[config.mk]
export PLATFORM = sky130hd
export DESIGN_NAME = dpl_poll_base
export DESIGN_NICKNAME = d
export VERILOG_FILES = /design/src/pkg/dpl_pkg.sv /design/src/rtl/dpl_poll_base.sv
export SDC_FILE = /design/constraint.sdc
export NUM_CORES = 1
export LEC_CHECK = 0
export BUFFER_PORTS_ARGS = -buffer_cell sky130_fd_sc_hd__buf_2
export CELL_PAD_IN_SITES_DETAIL_PLACEMENT = 0
export CELL_PAD_IN_SITES_GLOBAL_PLACEMENT = 1
export CORE_MARGIN = 8
export CORE_UTILIZATION = 45
export DETAILED_ROUTE_END_ITERATION = 6
export HOLD_SLACK_MARGIN = 0.12
export PLACE_DENSITY_LB_ADDON = 0.15
export SKIP_CTS_REPAIR_TIMING = 1
export SYNTH_ARGS = -nofsm -noshare
export SYNTH_HDL_FRONTEND = slang
export SYNTH_SLANG_ARGS = --single-unit
[constraint.sdc]
create_clock -name core_clk -period 6.7 [get_ports core_clk]
set_input_delay 1.34 -clock core_clk [delete_from_list [all_inputs] [get_ports core_clk]]
set_output_delay 1.34 -clock core_clk [all_outputs]
set_load 0.02 [all_outputs]
[src/pkg/dpl_pkg.sv]
package dpl_pkg;
  // register indices; no offsets are printed, so byte address is index times four
  localparam logic [3:0] DPL_IDX_TX_POLL = 4'h1;
  localparam logic [3:0] DPL_IDX_RX_POLL = 4'h2;
  localparam logic [3:0] DPL_IDX_RX_BASE = 4'h3;
  localparam logic [3:0] DPL_IDX_TX_BASE = 4'h4;
  localparam logic [3:0] DPL_IDX_STATUS = 4'h5;
  localparam logic [3:0] DPL_IDX_MASK = 4'h7;
  // reset values
  localparam logic [31:0] DPL_POLL_RESET = 32'h0FFFFFFF;
  localparam logic [31:0] DPL_BASE_RESET = 32'h00000000;
  localparam logic [31:0] DPL_MASK_RESET = 32'h00000000;
  // status field positions
  localparam int DPL_BIT_TX_UNAVAIL = 2;
  localparam int DPL_BIT_RX_UNAVAIL = 7;
  localparam int DPL_BIT_AIS = 15;
  localparam int DPL_BIT_NIS = 16;
  localparam int DPL_EVENT_BITS = 15;
  // bits 0..14 that feed the normal summary
  localparam logic [14:0] DPL_NORMAL_SET = 15'h4845;
  // bits 0..14 that feed the abnormal summary
  localparam logic [14:0] DPL_ABNORMAL_SET = 15'h33BA;
  // process state, as the dma reports it
  typedef enum logic [1:0] {
    DPL_ST_STOPPED,
    DPL_ST_RUNNING,
    DPL_ST_SUSPENDED
  } dpl_proc_t;
endpackage

[src/rtl/dpl_poll_base.sv]
// Operation
// - transmit poll write checks transmit list
// - tx poll, none found: suspend, no flag
// - tx poll, descriptor found: resume transmit
// - tx poll while prefetched: recheck before suspend
// - receive poll write checks receive list
// - rx poll, none found: suspend, no flag
// - rx poll, descriptor found: resume receive
// - rx poll while prefetched: recheck before suspend
// - base registers hold ring start, bits 31:2
// - status write-one clears, reads harmless
// - status fields except bit 10 raise interrupt, individually maskable
// - bit 2 tx unavailable, normal summary
// - bit 7 rx unavailable, abnormal summary
`timescale 1ns/1ps
module dpl_poll_base
  import dpl_pkg::*;
(
  input wire logic core_clk,
  input wire logic rst,
  input wire logic [3:0] reg_index,
  input wire logic reg_wr,
  input wire logic reg_rd,
  input wire logic [31:0] reg_wdata,
  output logic [31:0] reg_rdata,
  input wire dpl_proc_t tx_state,
  input wire dpl_proc_t rx_state,
  input wire logic [DPL_EVENT_BITS-1:0] dma_event,
  output logic transmit_poll_request,
  output logic receive_poll_request,
  output logic [31:0] transmit_ring_base,
  output logic [31:0] receive_ring_base,
  output logic host_irq
);
  logic [31:0] tx_base_reg;
  logic [31:0] rx_base_reg;
  logic [DPL_EVENT_BITS-1:0] status_reg;
  logic [DPL_EVENT_BITS-1:0] status_next;
  logic [DPL_EVENT_BITS-1:0] mask_reg;
  logic [31:0] rdata_next;
  logic tx_poll_reg;
  logic rx_poll_reg;

  // address decode
  wire wr_tx_poll = reg_wr && (reg_index == DPL_IDX_TX_POLL);
  wire wr_rx_poll = reg_wr && (reg_index == DPL_IDX_RX_POLL);
  wire wr_rx_base = reg_wr && (reg_index == DPL_IDX_RX_BASE);
  wire wr_tx_base = reg_wr && (reg_index == DPL_IDX_TX_BASE);
  wire wr_status = reg_wr && (reg_index == DPL_IDX_STATUS);
  wire wr_mask = reg_wr && (reg_index == DPL_IDX_MASK);
  // base writes only land while the matching process is stopped
  wire rx_base_ok = wr_rx_base && (rx_state == DPL_ST_STOPPED);
  wire tx_base_ok = wr_tx_base && (tx_state == DPL_ST_STOPPED);

  // status: new events win over a write-one clear in the same cycle
  wire [DPL_EVENT_BITS-1:0] clr_bits = wr_status ? reg_wdata[DPL_EVENT_BITS-1:0] : '0;
  assign status_next = (status_reg & ~clr_bits) | dma_event;
  // masked summaries
  wire [DPL_EVENT_BITS-1:0] live_bits = status_reg & ~mask_reg;
  wire normal_sum = |(live_bits & DPL_NORMAL_SET);
  wire abnormal_sum = |(live_bits & DPL_ABNORMAL_SET);

  // read mux; poll strobes read their reset pattern and have no read effect
  always_comb
  begin
    rdata_next = 32'h00000000;
    unique case (reg_index)
      DPL_IDX_TX_POLL: rdata_next = DPL_POLL_RESET;
      DPL_IDX_RX_POLL: rdata_next = DPL_POLL_RESET;
      DPL_IDX_RX_BASE: rdata_next = rx_base_reg;
      DPL_IDX_TX_BASE: rdata_next = tx_base_reg;
      DPL_IDX_STATUS:
        rdata_next = {15'h0000, normal_sum, abnormal_sum, status_reg};
      DPL_IDX_MASK: rdata_next = {17'h00000, mask_reg};
      default: rdata_next = 32'h00000000;
    endcase
  end

  // any data value triggers a poll; one-cycle pulse
  always_ff @(posedge core_clk or posedge rst)
  begin
    if (rst)
    begin
      tx_poll_reg <= 1'b0;
      rx_poll_reg <= 1'b0;
    end
    else
    begin
      tx_poll_reg <= wr_tx_poll;
      rx_poll_reg <= wr_rx_poll;
    end
  end

  // ring bases: bits 1:0 stored as written, host keeps them zero
  always_ff @(posedge core_clk or posedge rst)
  begin
    if (rst)
    begin
      rx_base_reg <= DPL_BASE_RESET;
      tx_base_reg <= DPL_BASE_RESET;
    end
    else
    begin
      if (rx_base_ok)
        rx_base_reg <= reg_wdata;
      if (tx_base_ok)
        tx_base_reg <= reg_wdata;
    end
  end

  // status, mask and read data
  always_ff @(posedge core_clk or posedge rst)
  begin
    if (rst)
    begin
      status_reg <= '0;
      mask_reg <= DPL_MASK_RESET[DPL_EVENT_BITS-1:0];
      reg_rdata <= 32'h00000000;
    end
    else
    begin
      status_reg <= status_next;
      if (wr_mask)
        mask_reg <= reg_wdata[DPL_EVENT_BITS-1:0];
      if (reg_rd)
        reg_rdata <= rdata_next;
    end
  end

  // the dma engine performs the recheck, resume and suspend on each pulse;
  // a poll never sets the unavailable bits itself
  assign transmit_poll_request = tx_poll_reg;
  assign receive_poll_request = rx_poll_reg;
  assign transmit_ring_base = tx_base_reg;
  assign receive_ring_base = rx_base_reg;
  assign host_irq = normal_sum | abnormal_sum;

  chk_tx_poll_pulse: assert property (@(posedge core_clk) disable iff (rst)
    wr_tx_poll |=> transmit_poll_request ##1 (!transmit_poll_request || $past(wr_tx_poll)))
    else $error("tx poll pulse wrong");
  chk_rx_poll_pulse: assert property (@(posedge core_clk) disable iff (rst)
    receive_poll_request |-> $past(wr_rx_poll))
    else $error("rx poll without write");
  chk_tx_poll_cause: assert property (@(posedge core_clk) disable iff (rst)
    transmit_poll_request |-> $past(wr_tx_poll))
    else $error("tx poll without write");
  chk_rx_base_lock: assert property (@(posedge core_clk) disable iff (rst)
    (wr_rx_base && rx_state != DPL_ST_STOPPED) |=> $stable(receive_ring_base))
    else $error("rx base changed while active");
  chk_tx_base_load: assert property (@(posedge core_clk) disable iff (rst)
    tx_base_ok |=> transmit_ring_base == $past(reg_wdata))
    else $error("tx base not loaded");
  chk_status_clear: assert property (@(posedge core_clk) disable iff (rst)
    (wr_status && reg_wdata[DPL_BIT_TX_UNAVAIL] && !dma_event[DPL_BIT_TX_UNAVAIL])
      |=> !status_reg[DPL_BIT_TX_UNAVAIL])
    else $error("status bit not cleared");
  chk_status_hold: assert property (@(posedge core_clk) disable iff (rst)
    !wr_status |=> (status_reg & $past(status_reg)) == $past(status_reg))
    else $error("status bit lost without write");
  chk_rx_unavail_sum: assert property (@(posedge core_clk) disable iff (rst)
    (status_reg[DPL_BIT_RX_UNAVAIL] && !mask_reg[DPL_BIT_RX_UNAVAIL]) |-> abnormal_sum)
    else $error("rx unavailable not summarised");
  chk_tx_unavail_sum: assert property (@(posedge core_clk) disable iff (rst)
    (status_reg[DPL_BIT_TX_UNAVAIL] && !mask_reg[DPL_BIT_TX_UNAVAIL]) |-> normal_sum)
    else $error("tx unavailable not summarised");
  chk_mask_quiet: assert property (@(posedge core_clk) disable iff (rst)
    ((status_reg & ~mask_reg) == '0) |-> !host_irq)
    else $error("masked bits raise irq");

  // receive side of the poll pulse, same shape as the transmit one
  chk_rx_poll_follow: assert property (@(posedge core_clk) disable iff (rst)
    wr_rx_poll |=> receive_poll_request ##1 (!receive_poll_request || $past(wr_rx_poll)))
    else $error("rx poll pulse wrong");
  // reads share the bus with poll writes but must never start a poll
  chk_poll_read_quiet: assert property (@(posedge core_clk) disable iff (rst)
    (reg_rd && !reg_wr) |=> (!transmit_poll_request && !receive_poll_request))
    else $error("read started a poll");
  // a poll alone never raises the unavailable flags; only the dma may
  chk_tx_no_flag: assert property (@(posedge core_clk) disable iff (rst)
    (transmit_poll_request && !status_reg[DPL_BIT_TX_UNAVAIL] && !dma_event[DPL_BIT_TX_UNAVAIL])
      |=> !status_reg[DPL_BIT_TX_UNAVAIL])
    else $error("tx poll raised flag");
  chk_rx_no_flag: assert property (@(posedge core_clk) disable iff (rst)
    (receive_poll_request && !status_reg[DPL_BIT_RX_UNAVAIL] && !dma_event[DPL_BIT_RX_UNAVAIL])
      |=> !status_reg[DPL_BIT_RX_UNAVAIL])
    else $error("rx poll raised flag");

  // ring bases: loaded only when allowed, otherwise frozen
  chk_rx_base_load: assert property (@(posedge core_clk) disable iff (rst)
    rx_base_ok |=> receive_ring_base == $past(reg_wdata))
    else $error("rx base not loaded");
  chk_tx_base_lock: assert property (@(posedge core_clk) disable iff (rst)
    (wr_tx_base && tx_state != DPL_ST_STOPPED) |=> $stable(transmit_ring_base))
    else $error("tx base changed while active");
  // a running dma would follow a moved ring pointer mid-list, so no other path may move it
  chk_rx_base_hold: assert property (@(posedge core_clk) disable iff (rst)
    !rx_base_ok |=> $stable(receive_ring_base))
    else $error("rx base moved without write");
  chk_tx_base_hold: assert property (@(posedge core_clk) disable iff (rst)
    !tx_base_ok |=> $stable(transmit_ring_base))
    else $error("tx base moved without write");

  // status and mask: clears by one, events never lost to a clear
  chk_rx_unavail_clear: assert property (@(posedge core_clk) disable iff (rst)
    (wr_status && reg_wdata[DPL_BIT_RX_UNAVAIL] && !dma_event[DPL_BIT_RX_UNAVAIL])
      |=> !status_reg[DPL_BIT_RX_UNAVAIL])
    else $error("rx status bit not cleared");
  chk_event_wins: assert property (@(posedge core_clk) disable iff (rst)
    (dma_event != '0) |=> ((status_reg & $past(dma_event)) == $past(dma_event)))
    else $error("event lost");
  chk_mask_load: assert property (@(posedge core_clk) disable iff (rst)
    wr_mask |=> mask_reg == $past(reg_wdata[DPL_EVENT_BITS-1:0]))
    else $error("mask not loaded");
  chk_read_summary: assert property (@(posedge core_clk) disable iff (rst)
    (reg_rd && reg_index == DPL_IDX_STATUS)
      |=> (reg_rdata[DPL_BIT_NIS] == $past(normal_sum))
        && (reg_rdata[DPL_BIT_AIS] == $past(abnormal_sum)))
    else $error("summary bits misread");

  cov_tx_poll: cover property (@(posedge core_clk) disable iff (rst) transmit_poll_request);
  cov_rx_poll: cover property (@(posedge core_clk) disable iff (rst) receive_poll_request);
  cov_base_blocked: cover property (@(posedge core_clk) disable iff (rst)
    wr_tx_base && tx_state == DPL_ST_RUNNING);
  cov_set_clear: cover property (@(posedge core_clk) disable iff (rst)
    wr_status && |(reg_wdata[DPL_EVENT_BITS-1:0] & dma_event));
  cov_irq_masked: cover property (@(posedge core_clk) disable iff (rst)
    (status_reg != '0) && !host_irq);
endmodule

Yosys cells after proc, flatten, opt, wreduce, memory -nomap -nowiden

Cells that the tools add are included.

Register bits: 128
Bits of input ports: 59
Output and inout bits: 99
Logic and storage cells: 34

Equal/unequal tests: 6
Mux-type cells: 2
Bitwise operators: 6
Reductions and logical operators: 13

Operators with widths:

| operator           | count |
|---|---|
| $pmux 32 s5        | 1 |
| $and 15x15->15     | 2 |
| $not 15->15        | 2 |
| $mux 15            | 1 |
| $or 15x15->15      | 1 |
| $eq 4x3->1 const B | 3 |
| $reduce_or 9->1    | 1 |
| $eq 4x2->1 const B | 2 |
| $logic_and 1x1->1  | 8 |
| $reduce_or 5->1    | 1 |
| $eq 4x1->1 const B | 1 |
| $logic_not 2->1    | 2 |
| $reduce_or 2->1    | 1 |
| $or 1x1->1         | 1 |

Longest topological paths before layout

Gate-level depths: netlist of run 1.

Depth after elaboration: 6
Gate-level depth with buffers: 7
Gate-level depth less buffers: 4

Worst setup path after synthesis of run 1

OpenSTA, ideal clock, no wires.

Path kind: input to register
Start: in reg_index[2]
End: reg rx_base_reg[0] (netlist: receive_ring_base[0])
Setup time: 0.125 ns
Arrival: 2.557 ns
Required time: 6.575 ns
Slack: 4.018 ns
Stages: 6
Path buffers: 2
Path through: nor2_1 > nand2_1 > or4_1 > buf_2 > buf_6 > mux2_4

Cells in the longest elaborated chain, start to end: 3

Ends and longest elaborated chain:

| item                   | RTL line             | source |
|---|---|---|
| start: declaration     | dpl_poll_base.sv:21  | `input wire logic [3:0] reg_index,` |
| $eq 4x2->1             | dpl_poll_base.sv:47  | `wire wr_rx_base = reg_wr && (reg_index == DPL_IDX_RX_BASE);` |
| $logic_and 1x1->1      | dpl_poll_base.sv:47  |  |
| $logic_and 1x1->1      | dpl_poll_base.sv:52  | `wire rx_base_ok = wr_rx_base && (rx_state == DPL_ST_STOPPED);` |
| end signal: assignment | dpl_poll_base.sv:105 | `rx_base_reg <= reg_wdata;` |
| end: declaration       | dpl_poll_base.sv:36  | `logic [31:0] rx_base_reg;` |

No other way between the ends.
A chain may end at the register's enable or synchronous reset.

Worst setup path after layout of run 1

Start: in reg_index[2]
End: reg tx_base_reg[24] (netlist: transmit_ring_base[24])

Cells in the longest elaborated chain, start to end: 3

Ends and longest elaborated chain:

| item                   | RTL line             | source |
|---|---|---|
| $eq 4x3->1             | dpl_poll_base.sv:48  | `wire wr_tx_base = reg_wr && (reg_index == DPL_IDX_TX_BASE);` |
| $logic_and 1x1->1      | dpl_poll_base.sv:48  |  |
| $logic_and 1x1->1      | dpl_poll_base.sv:53  | `wire tx_base_ok = wr_tx_base && (tx_state == DPL_ST_STOPPED);` |
| end signal: assignment | dpl_poll_base.sv:107 | `tx_base_reg <= reg_wdata;` |
| end: declaration       | dpl_poll_base.sv:35  | `logic [31:0] tx_base_reg;` |

No other way between the ends.

==> impl_summary.md, run 1 <==
Run status
The run finished with clean final reports.

GRT
The first global-routing pass estimated 26.1 mm of wire. The number of global-route vias before repair is 4704. The overall track demand over capacity in global routing is 20.3%. The total overflow reported by the global router is 0. The initial antenna violation count is 0. Entering global routing, the biggest net connects 73 pins.

Floorplan
The floorplan step defined a die boundary enclosing 0.0169 mm^2. The width of the die is 130 um. The total number of placement rows is 41. The placeable core region is 0.0127 mm^2.

The number of primary I/O pins is 158. The y dimension of the die is 130 um. The initial core utilization is 46.2%.

Yosys
The top cell type by area accounts for 54.7% of the synthesized area. Of the total synthesized cell area, the portion taken by full adders, half adders and majority gates is 0%. The synthesized cell area is 0.00585 mm^2.

The share of synthesized cell area in and, or, nand and nor gates is 7.95%. The cell count after synthesis is 466. The synthesized design spends more area on one cell type than any other, namely sky130_fd_sc_hd__dfrtp_1. The number of warning messages in the yosys log is 0. After synthesis, the cell types taking the most area are sky130_fd_sc_hd__dfrtp_1 (55%), sky130_fd_sc_hd__mux2_4 (7.7%), sky130_fd_sc_hd__mux2_1 (6.2%), sky130_fd_sc_hd__o2bb2ai_1 (4.5%), sky130_fd_sc_hd__mux2_2 (3.3%).

The post-synthesis area per instance is 12.6 um^2. The synthesized netlist devotes 0.150% of its cell area to XOR and XNOR gates. The post-synthesis sequential area ratio is 54.7%.

Synthesis instantiated 41 different standard cells from the library. The post-synthesis compound-gate area fraction is 16.3%. The combinational family with the most area after synthesis is multiplexers. The total of flip-flops plus latches after synthesis is 128. The share of synthesized area spent on multiplexers is 17.1%. Synthesis produced a netlist with a net count of 525.

Min path
Along the worst hold path, the cell count comes to 1. The worst hold path belongs to the class reg -> reg. In this run the most critical hold path is launched from status_reg[5].

The worst hold path terminates at status_reg[5].

Timing
At the pin with the least slew margin, the transition time is 1.21 ns. The final number of setup-violating endpoints is 0. The count of endpoints failing hold in the final timing report is 0.

The clock period could shrink to 4.04 ns. The worst max-slew margin expressed relative to the limit is 19.2%. Across all hold checks on the routed design, the worst slack comes to 0.478 ns. Setup repair after global routing left no endpoint under its margin. The maximum clock frequency is 248 MHz. Clock skew on the completed layout was measured at 0.00539 ns. For the final routed database, the setup TNS stands at 0 ns. The worst path uses 60.3% of the clock period. The total count of max-transition violations in the final report was 0.

Cells and area
Leaving out fill and tap cells, the most frequent cell in the layout is sky130_fd_sc_hd__buf_2. In the layout the commonest cells are sky130_fd_sc_hd__buf_2 (157), sky130_fd_sc_hd__dfrtp_1 (128), sky130_fd_sc_hd__mux2_1 (32). The fill cell total of the finished layout is 1081. The total inserted antenna cells is 0. The number of nets in the finished design is 670. The footprint of the flip-flops and latches is 0.00320 mm^2. The total area of multi-input combinational cells is 0.00245 mm^2. The synthesis-to-layout area growth is 24.3%. The ratio of cells with drive above 1 in the final layout is 39.1%.

Setup path
The slack of the worst reg-to-reg path is 5.33 ns. STA classifies the critical path endpoint as a flop. The depth of the worst register-to-register path is 4.

The critical path starts at reg_index[2]. The worst stage delay on the critical path is 0.90 ns. Of all nets on the critical path, the largest fanout is 49.

The endpoint identified for the worst register-to-register timing path is reg_rdata[15]. For the worst setup path, the data required time is 6.99 ns. In this run the critical register-to-register path is launched from status_reg[13]. The critical path arrival is 4.32 ns. The slowest stage of the critical path belongs to the cell sky130_fd_sc_hd__nand3_2. The signal on the critical path passes through buf_2 -> nand2b_1 -> nor3_4 -> nand3_2 -> mux2_1.

STA classifies the critical path startpoint as an input pin. By startpoint and endpoint, the worst setup path is classified as in -> reg.

Placement
The total half-perimeter wirelength after legalization and detailed placement is 11.3 mm. Input and output buffers added on the ports amount to 157. The final weighted congestion of routability-driven global placement is 0.770.

Power and ir drop
The leakage power summed over all cells is 3.74 nW. The power per cell area is 292 mW/mm^2. The worst-case IR drop observed on VDD is 151 uV. The completed layout was analyzed and its total power is 2.13 mW.

Route
After detailed routing, the number of remaining DRC violations is 0. The average vias per placed instance is 5.63. The detail-routed net length per standard cell is 21.1 um.

The total wirelength of the detailed-routed design is 16.8 mm. The detail route stage leaves a number of antenna-violating nets equal to 0. For this run, the detailed router's first-pass iteration total came to 6.

For this block, the initial DRC count from the detailed router was 351. The total number of vias is 4480.

Clocking
The CTS buffer count is 17. The maximum level of the CTS H-tree is 4. The maximum clock insertion buffer count is 2. The number of clock sinks is 128.

TritonCTS built the clock tree. The insertion delay to the later sink of the worst-skew pair is 0.41 ns. The root buffer cell is sky130_fd_sc_hd__clkbuf_16. After clock tree synthesis, the clock-pin slew on the worst setup and hold paths is 0.05 ns.

Job
Max-cap violations in this run came to 0.
==> cell usage after synthesis, drive strengths merged <==
master	number
and3	1
a222oi	15
dfrtp	128
nor2b	17
nor3	3
nand3b	2
o221ai	1
nor3b	3
or2	1
mux2	79
o2111ai	1
or4	1
o21ba	1
o21ai	16
a22oi	5
nand2b	23
buf	14
nor4bb	1
and3b	1
nand3	1
nor2	5
nand2	20
a21o	15
o22ai	3
and2	1
o2bb2ai	30
o21bai	1
o311ai	1
o31ai	1
xor2	1
inv	15
a2bb2oi	12
a21oi	27
clkbuf	20
==> where the power goes <==
part,total (mW),internal (mW),switching (mW)
clock network,0.834,0.518,0.316
registers,0.929,0.859,0.0701
logic,0.366,0.157,0.208
==> cell families after synthesis <==
family,Yosys count
buf+inv,49
flops,128
xor+xnor,1
mux,79
compound gates,129
simple gates,80
==> through the flow <==
stage / util [%] / instance area [um^2] / std cells / setup WS, ns
after floorplan: - / 5850 / 466 / 1.95
after detailed placement: 53.2 / 6740 / 764 / 2.24
after global placement: 53.2 / 6740 / 764 / 2.35
after CTS: 57.4 / 7280 / 796 / 2.68
final: 57.4 / 7280 / 796 / 2.66
after global routing: 57.4 / 7280 / 796 / 2.48
==> how the worst max path moves through the flow <==
| stage | cells after the start | to |
|---|---|---|
| finish | 5 | transmit_ring_base[24] |
| global route | 5 | transmit_ring_base[0] |
| CTS | 5 | transmit_ring_base[24] |
| detailed placement | 5 | transmit_ring_base[24] |
| global placement | 5 | transmit_ring_base[8] |
| floorplan | 1 | mask_reg[0] |
==> routing by layer <==
metal	vias up	GRT usage, %	wire, um	share of wire, %
met2	171	31.3	7960	47
met1	2295	27.2	7440	44
li1	1998	-	-	-
met3	16	5.14	1130	6.8
met4	0	7.24	227	1.4
met5	-	0	0	0
==> final cells by class <==
type,count,share of cell area (%)
Clock buffer,26,7.00
Tap cell,172,2.96
Multi-Input combinational cell,289,33.7
Sequential cell,128,44.0
Inverter,15,0.808
Clock inverter,6,0.413
Timing Repair Buffer,160,11.1
==> critical path, delay by kind of cell <==
family | cells | cell delay, ns
buffers and inverters | 1 | 0.68
AND/OR/NAND/NOR | 3 | 1.62
multiplexers | 1 | 0.64
No activity file was read; power rests on OpenSTA's default activity.
==> run 2: changes to the inputs <==
--- a/config.mk
+++ b/config.mk
@@ -9,7 +9,7 @@
 export CELL_PAD_IN_SITES_DETAIL_PLACEMENT = 0
 export CELL_PAD_IN_SITES_GLOBAL_PLACEMENT = 1
 export CORE_MARGIN = 8
-export CORE_UTILIZATION = 45
+export CORE_UTILIZATION = 41
 export DETAILED_ROUTE_END_ITERATION = 6
 export HOLD_SLACK_MARGIN = 0.12
 export PLACE_DENSITY_LB_ADDON = 0.15
==> constraint.sdc (replaced) <==
create_clock -name core_clk -period 4.2 [get_ports core_clk]
set_input_delay 0.84 -clock core_clk [delete_from_list [all_inputs] [get_ports core_clk]]
set_output_delay 0.84 -clock core_clk [all_outputs]
set_load 0.02 [all_outputs]
==> impl_summary.md, run 2 (same netlist as run 1, synthesis figures left out) <==
Cells and area
The number of nets in the finished design was 675 (was 670). The ratio of cells with drive above 1 in the final layout is 39.5% (was 39.1%). The fill cell total of the finished layout is 1219 (was 1081). The total inserted antenna cells came to 0 (unchanged). The synthesis-to-layout area growth is 26.0% (was 24.3%).

Leading cell types in the layout, fill and taps excluded: sky130_fd_sc_hd__buf_2 (157), sky130_fd_sc_hd__dfrtp_1 (128), sky130_fd_sc_hd__mux2_1 (32) (unchanged). The post-route standard cell area excluding fillers is 0.00737 mm^2 (was 0.00728 mm^2). The non-filler instance count after layout is 806 (was 796). The most common cell after layout, fill and taps aside is sky130_fd_sc_hd__buf_2 (unchanged).

Timing
Based on the critical path, the design can be clocked at up to 341 MHz. The worst max-slew margin expressed relative to the limit is 16.4% (was 19.2%). The worst clock skew is 0.00855 ns (was 0.00539 ns). RSZ-0062 raised after global routing: false (unchanged). The final hold slack is 0.474 ns (was 0.478 ns). The final number of setup-violating endpoints is 0 (unchanged). The count of endpoints failing hold in the final timing report is 0 (unchanged). Counting I/O delays and the setup requirement, the final critical path takes 2.93 ns. The final critical-path share of the clock period is 69.8%. The total count of max-transition violations in the final report is 0 (unchanged).

The sum of negative setup slack is 0 ns (unchanged). The transition at the pin with the smallest max-transition slack is 1.25 ns (was 1.21 ns).

Floorplan
The number of primary I/O pins is 158 (unchanged). The area of the die is 0.0184 mm^2 (was 0.0169 mm^2). The width of the die came to 135 um (was 130 um).

The placeable core region is 0.0139 mm^2 (was 0.0127 mm^2). The total number of placement rows is 43 (was 41). The y dimension of the die is 135 um (was 130 um). The initial core utilization was 42.0% (was 46.2%).

Placement
The final weighted congestion of routability-driven global placement is 0.767 (was 0.770). The total half-perimeter wirelength after legalization and detailed placement is 12.2 mm (was 11.3 mm). The total instance count after detailed placement is 777 (was 764). The cell area reported after detailed placement came to 0.00680 mm^2 (was 0.00674 mm^2). The number of I/O port buffers is 157 (unchanged).

GRT
The global-route wire length before repair is 27.4 mm (was 26.1 mm). The initial antenna violation count is 0 (unchanged). The pin count of the biggest net entering global routing is 49 (was 73). The number of global-route vias before repair is 4870 (was 4704). The overall track demand over capacity in global routing is 19.6% (was 20.3%). The total overflow reported by the global router is 0 (unchanged).

Setup path
The data required time of the critical path is 4.49 ns (was 6.99 ns). The slowest cell on the critical path is sky130_fd_sc_hd__or4_2 (was sky130_fd_sc_hd__nand3_2). The worst stage delay on the critical path is 1.19 ns (was 0.90 ns). The category of the worst setup path launch point is an input pin (unchanged).

The slack of the worst reg-to-reg path is 2.77 ns (was 5.33 ns). Sequence of cells on the critical path: buf_2 -> buf_4 -> nor2_1 -> nand2_1 -> or4_2 -> mux2_1 (was buf_2 -> nand2b_1 -> nor3_4 -> nand3_2 -> mux2_1). The critical path arrival is 3.22 ns (was 4.32 ns).

The largest fanout on the critical path is 48 (was 49). The critical path class is in -> reg (unchanged). The type of element capturing the critical path is a flop (unchanged).

Clocking
The root buffer cell is sky130_fd_sc_hd__clkbuf_16 (unchanged). The insertion delay to the later sink of the worst-skew pair is 0.41 ns (about the same). The maximum level of the CTS H-tree came to 4 (unchanged).

The clock tree from TritonCTS is done (unchanged). The CTS buffer count is 17 (unchanged). The maximum clock insertion buffer count was 2 (unchanged). The number of clock sinks is 128 (unchanged). The clock edge transition at the registers on the reported setup and hold paths is 0.05 ns (about the same).

Route
The DRC violation total after the first TritonRoute iteration is 313 (was 351). The detail-routed net length per standard cell is 21.7 um (was 21.1 um). The total wirelength of the detailed-routed design was 17.5 mm (was 16.8 mm). The iteration count of the initial detailed-routing pass is 7 (was 6).

The number of remaining DRC errors is 0 (unchanged). The total number of vias is 4489 (was 4480). The number of nets still failing antenna checks after routing is 0 (unchanged). The average vias per placed instance is 5.57 (was 5.63).

Job
The number of max-capacitance violations reported is 0 (unchanged).

Power and ir drop
The largest vdd supply drop is 259 uV (was 151 uV). The power per cell area was 475 mW/mm^2 (was 292 mW/mm^2). The leakage power summed over all cells is 3.77 nW (was 3.74 nW).

Min path
The type of the most critical hold path is reg -> reg (unchanged).

Run status
Outcome: completed (unchanged).
[run 2: changes by cell type in the layout (fill, tap and decap cells not counted)]
cell	before	now
sky130_fd_sc_hd__buf_12	0	1
sky130_fd_sc_hd__buf_4	3	7
sky130_fd_sc_hd__bufinv_16	0	2
sky130_fd_sc_hd__clkbuf_1	4	3
sky130_fd_sc_hd__clkbuf_8	5	4
sky130_fd_sc_hd__clkinv_2	6	1
sky130_fd_sc_hd__clkinvlp_4	0	3
sky130_fd_sc_hd__inv_4	1	0
[run 2: layer usage]
metal / routed length (um) / GRT usage (%)
met5: 0 / 0
met4: 321 / 7.90
met3: 1400 / 6.71
met2: 8200 / 30.5
met1: 7590 / 24.6
[run 2: final timing paths]
check                                from                    end  cells after the start
max                          reg_index[2]  receive_ring_base[30]                      6
min                        status_reg[12]         status_reg[12]                      1
max reg2reg                status_reg[13]          reg_rdata[15]                      4
min reg2reg                status_reg[12]         status_reg[12]                      1
max in group asynchronous             rst  transmit_ring_base[4]                      3
min in group asynchronous             rst           reg_rdata[7]                      2
[run 2: layout make-up]
cell class / count / area (um^2) / area share [%]
tap: 180 / 225 / 3.05
inverter: 15 / 60.1 / 0.815
multi-input combinational: 289 / 2450 / 33.3
sequential: 128 / 3200 / 43.4
clock inverter: 5 / 80.1 / 1.09
clock buffer: 24 / 492 / 6.67
timing repair buffer: 165 / 858 / 11.6
[run 2: power by group]
group	internal, mW	leakage [nW]	switching (mW)
registers	1.37	1.63	0.115
logic	0.254	1.86	0.337
clock network	0.925	0.274	0.503
[run 2: stage by stage]
stage / setup WS (ns) / util, % / power [mW]
2_1_floorplan: 1.78 / - / 1.85
3_3_place_gp: 0.920 / 48.8 / 2.09
3_5_place_dp: 0.867 / 48.8 / 2.10
4_1_cts: 1.30 / 52.9 / 3.53
5_1_grt: 1.16 / 52.9 / 3.65
6_report: 1.27 / 52.9 / 3.50
[run 2: critical path, delay by kind of cell]
family	cells	cell delay, ns
and+or+nand+nor	3	1.48
muxes	1	0.51
buffers and inverters	2	0.40
==> run 3: changes to the inputs <==
--- a/config.mk
+++ b/config.mk
@@ -5,11 +5,12 @@
 export SDC_FILE = /design/constraint.sdc
 export NUM_CORES = 1
 export LEC_CHECK = 0
+export ABC_AREA = 1
 export BUFFER_PORTS_ARGS = -buffer_cell sky130_fd_sc_hd__buf_2
 export CELL_PAD_IN_SITES_DETAIL_PLACEMENT = 0
 export CELL_PAD_IN_SITES_GLOBAL_PLACEMENT = 1
 export CORE_MARGIN = 8
-export CORE_UTILIZATION = 41
+export CORE_UTILIZATION = 35
 export DETAILED_ROUTE_END_ITERATION = 6
 export HOLD_SLACK_MARGIN = 0.12
 export PLACE_DENSITY_LB_ADDON = 0.15
==> constraint.sdc (replaced) <==
create_clock -name core_clk -period 2.5 [get_ports core_clk]
set_input_delay 0.5 -clock core_clk [delete_from_list [all_inputs] [get_ports core_clk]]
set_output_delay 0.5 -clock core_clk [all_outputs]
set_load 0.02 [all_outputs]
==> impl_summary.md, run 3 <==
Power and ir drop
The fraction of power consumed by combinational cells is 15.9% (was 16.9%). The largest vdd supply drop came to 493 uV (was 259 uV). The internal power summed over all cells is 4.02 mW (was 2.55 mW). The part of the power in the clock network came to 40.0% (was 40.7%). The share of power burned in registers was 44.1% (was 42.4%). The net switching power is 1.59 mW (was 0.956 mW). The power consumption came to 5.61 mW (was 3.50 mW). The proportion of total power due to net switching was 28.3% (was 27.3%). The leakage power summed over all cells was 4.02 nW (was 3.77 nW). The power per cell area was 788 mW/mm^2 (was 475 mW/mm^2).

Setup path
The largest fanout on the critical path came to 3 (was 48). The category of the worst setup path launch point is a flop (was input pin). The slowest cell on the critical path was sky130_fd_sc_hd__dfrtp_1 (was sky130_fd_sc_hd__or4_2). The data required time of the critical path is 2.00 ns (was 4.49 ns). The worst stage delay on the critical path was 0.41 ns (was 1.19 ns). Counting stages on the worst path, the most repeated cell is sky130_fd_sc_hd__nand2_1. The critical path arrival is 1.74 ns (was 3.22 ns).

The type of element capturing the critical path is a primary output (was flop). Sequence of cells on the critical path: nand2_1 -> o21ai_0 -> nor2_1 -> nand2_1 -> or2_2 -> buf_2 (was buf_2 -> buf_4 -> nor2_1 -> nand2_1 -> or4_2 -> mux2_1). The startpoint of the worst-slack reg-to-reg timing path was mask_reg[7] (was status_reg[13]). The depth of the worst register-to-register path is 7 (was 4). The slack of the worst reg-to-reg path is 1.28 ns (was 2.77 ns). The capture instance of the worst register-to-register path is reg_rdata[15] (unchanged). The critical path class is reg -> out (was in -> reg).

GRT
The global-route wire length before repair came to 26.8 mm (was 27.4 mm). The overall track demand over capacity in global routing is 17.2% (was 19.6%). The pin count of the biggest net entering global routing is 129 (was 49). The number of global-route vias before repair is 4812 (was 4870).

The total overflow reported by the global router was 0 (unchanged). The initial antenna violation count is 0 (unchanged).

Clocking
The clock tree from TritonCTS is done (unchanged). The insertion delay to the later sink of the worst-skew pair is 0.41 ns (about the same). The maximum clock insertion buffer count is 2 (unchanged). The number of clock sinks came to 128 (unchanged). The CTS buffer count came to 17 (unchanged). The root buffer cell is sky130_fd_sc_hd__clkbuf_16 (unchanged). The maximum level of the CTS H-tree was 4 (unchanged). The clock edge transition at the registers on the reported setup and hold paths is 0.05 ns (about the same).

Timing
The sum of negative setup slack is 0 ns (unchanged). The count of endpoints failing hold in the final timing report is 0 (unchanged). The final hold slack came to 0.268 ns (was 0.474 ns). For the finished layout, the period the worst path requires is 2.24 ns.

The final critical-path share of the clock period is 89.7%. The transition at the pin with the smallest max-transition slack is 0.705 ns (was 1.25 ns). The worst clock skew is 0.00474 ns (was 0.00855 ns). RSZ-0062 raised after global routing: false (unchanged). The worst max-slew margin expressed relative to the limit is 53.0% (was 16.4%). The maximum clock frequency is 446 MHz. The total count of max-transition violations in the final report came to 0 (unchanged). The final number of setup-violating endpoints is 0 (unchanged).

Min path
The endpoint of the worst hold-timing path is status_reg[13] (was status_reg[12]). The type of the most critical hold path is in -> reg (was reg -> reg). The hold-critical path depth is 3 (was 1). The origin of the worst min-delay path is dma_event[13] (was status_reg[12]).

Placement
The total half-perimeter wirelength after legalization and detailed placement is 12.0 mm (was 12.2 mm). The number of I/O port buffers came to 157 (unchanged). The total instance count after detailed placement was 1005 (was 777).

The final weighted congestion of routability-driven global placement is 0.810 (was 0.767).

Yosys
The cell count after synthesis is 654 (was 466). The area share of the largest cell type after synthesis was 56.4% (was 54.7%). The number of warning messages in the yosys log was 0 (unchanged). The most area-hungry cell type in the Yosys netlist is sky130_fd_sc_hd__dfrtp_1 (unchanged). The share of synthesized registers carrying an async set or reset is 100% (unchanged). The total of flip-flops plus latches after synthesis is 128 (unchanged). The dominant register cell in the synthesized netlist is sky130_fd_sc_hd__dfrtp_1 (unchanged). The number of flops mapped to enable cells by yosys came to 0 (unchanged). The post-synthesis sequential area ratio is 56.4% (was 54.7%).

The synthesized cell area is 0.00567 mm^2 (was 0.00585 mm^2). The distinct cell type count of the synthesized netlist was 25 (was 41). The post-synthesis area per instance is 8.68 um^2 (was 12.6 um^2).

Largest cells by area after synthesis: sky130_fd_sc_hd__dfrtp_1 (56%), sky130_fd_sc_hd__nand2_1 (14%), sky130_fd_sc_hd__o21ai_0 (5.5%), sky130_fd_sc_hd__o21ai_1 (5.5%), sky130_fd_sc_hd__inv_1 (4.2%) (was sky130_fd_sc_hd__dfrtp_1 (55%), sky130_fd_sc_hd__mux2_4 (7.7%), sky130_fd_sc_hd__mux2_1 (6.2%), sky130_fd_sc_hd__o2bb2ai_1 (4.5%), sky130_fd_sc_hd__mux2_2 (3.3%)). The post-synth net total is 713 (was 525). Top cells by instance count after synthesis: sky130_fd_sc_hd__nand2_1 (215), sky130_fd_sc_hd__dfrtp_1 (128), sky130_fd_sc_hd__inv_1 (64) (was sky130_fd_sc_hd__dfrtp_1 (128), sky130_fd_sc_hd__mux2_1 (32), sky130_fd_sc_hd__mux2_4 (30), sky130_fd_sc_hd__o2bb2ai_1 (30), sky130_fd_sc_hd__a21oi_1 (27)). The most numerous cell in the Yosys netlist is sky130_fd_sc_hd__nand2_1 (was sky130_fd_sc_hd__dfrtp_1).

Floorplan
The area of the die is 0.0205 mm^2 (was 0.0184 mm^2). The initial core utilization is 35.7% (was 42.0%). The number of primary I/O pins is 158 (unchanged). The width of the die is 143 um (was 135 um). The placeable core region is 0.0159 mm^2 (was 0.0139 mm^2). The y dimension of the die is 143 um (was 135 um). The total number of placement rows was 46 (was 43).

Job
The number of max-capacitance violations reported is 0 (unchanged).

Route
The total wirelength of the detailed-routed design was 17.1 mm (was 17.5 mm). The iteration count of the initial detailed-routing pass is 5 (was 7). The total number of vias is 4869 (was 4489). The DRC violation total after the first TritonRoute iteration is 302 (was 313). The number of nets still failing antenna checks after routing was 0 (unchanged). The number of remaining DRC errors was 0 (unchanged). The detail-routed net length per standard cell is 16.6 um (was 21.7 um).

The average vias per placed instance is 4.72 (was 5.57).

Cells and area
The synthesis-to-layout area growth was 25.5% (was 26.0%). The non-filler instance count after layout came to 1032 (was 806). The number of nets in the finished design is 867 (was 675). The total inserted antenna cells is 0 (unchanged). The fraction of the core area covered by cells at the end of the flow was 44.8% (was 52.9%). The most common cell after layout, fill and taps aside is sky130_fd_sc_hd__nand2_1 (was sky130_fd_sc_hd__buf_2).

The ratio of cells with drive above 1 in the final layout is 26.0% (was 39.5%). The fill cell total of the finished layout was 1634 (was 1219). Leading cell types in the layout, fill and taps excluded: sky130_fd_sc_hd__nand2_1 (215), sky130_fd_sc_hd__buf_2 (157), sky130_fd_sc_hd__dfrtp_1 (128) (was sky130_fd_sc_hd__buf_2 (157), sky130_fd_sc_hd__dfrtp_1 (128), sky130_fd_sc_hd__mux2_1 (32)).

Run status
Outcome: completed (unchanged).
run 3: changes by cell type after synthesis, sizes merged, moves of 11 or more:
cell / before / now
a2bb2oi: 12 / 0
inv: 15 / 68
buf: 14 / 25
nand2b: 23 / 0
a222oi: 15 / 0
nor2b: 17 / 0
mux2: 79 / 0
o21ai: 16 / 131
nor2: 5 / 20
nand2: 20 / 219
o2bb2ai: 30 / 0
clkbuf: 20 / 7
run 3: power groups by stage:
stage | Clock (mW) | Sequential, mW | Combinational [mW]
4_1_cts | 2.29 | 2.47 | 0.915
6_report | 2.24 | 2.47 | 0.892
5_1_grt | 2.40 | 2.51 | 0.992
2_1_floorplan | 0 | 2.69 | 0.344
3_3_place_gp | 0 | 2.50 | 0.893
3_5_place_dp | 0 | 2.51 | 0.912
run 3: kinds of logic after synthesis:
| family | synth area share (%) |
|---|---|
| AND/OR/NAND/NOR | 18.6 |
| flip-flops | 56.4 |
| AO/OA/AOI/OAI | 16.6 |
| buffers and inverters | 8.40 |
run 3: area by class of cell:
class | instances | area [um^2] | share of cell area (%)
clock inverter | 1 | 30.0 | 0.422
inverter | 68 | 259 | 3.64
sequential | 128 | 3200 | 45.0
timing repair buffer | 167 | 873 | 12.3
clock buffer | 26 | 489 | 6.87
multi-input combinational | 426 | 1990 | 28.0
tap | 216 | 270 | 3.80
run 3: worst max-delay path, delay by kind of cell, from the launching register on:
family,cells,cell delay [ns]
buffers and inverters,1,0.16
DFF,1,0.41
and+or+nand+nor,4,0.60
AOI/OAI and AO/OA,1,0.16
run 3: metal layers:
layer | track usage (%) | vias to the layer above | part of all wire (%)
li1 | - | 2384 | -
met4 | 5.15 | 0 | 1.1
met1 | 22.6 | 2309 | 46
met5 | 0 | - | 0
met3 | 4.68 | 14 | 6.8
met2 | 27.2 | 162 | 47
run 3: per-stage QoR:
| step | setup WS [ns] | cell area, um^2 |
|---|---|---|
| floorplan | 0.419 | 5680 |
| global placement | 0.448 | 6600 |
| detailed placement | 0.402 | 6600 |
| CTS | 0.250 | 7120 |
| global route | 0.170 | 7120 |
| finish | 0.259 | 7120 |
run 3: worst max-delay path by stage:
stage               depth (start not counted)             end     startpoint
global route                                6        host_irq  status_reg[5]
finish                                      6        host_irq  status_reg[5]
global placement                            7   status_reg[8]   reg_index[1]
CTS                                         6        host_irq  status_reg[5]
floorplan                                   1     mask_reg[0]            rst
detailed placement                          7  status_reg[12]   reg_index[1]
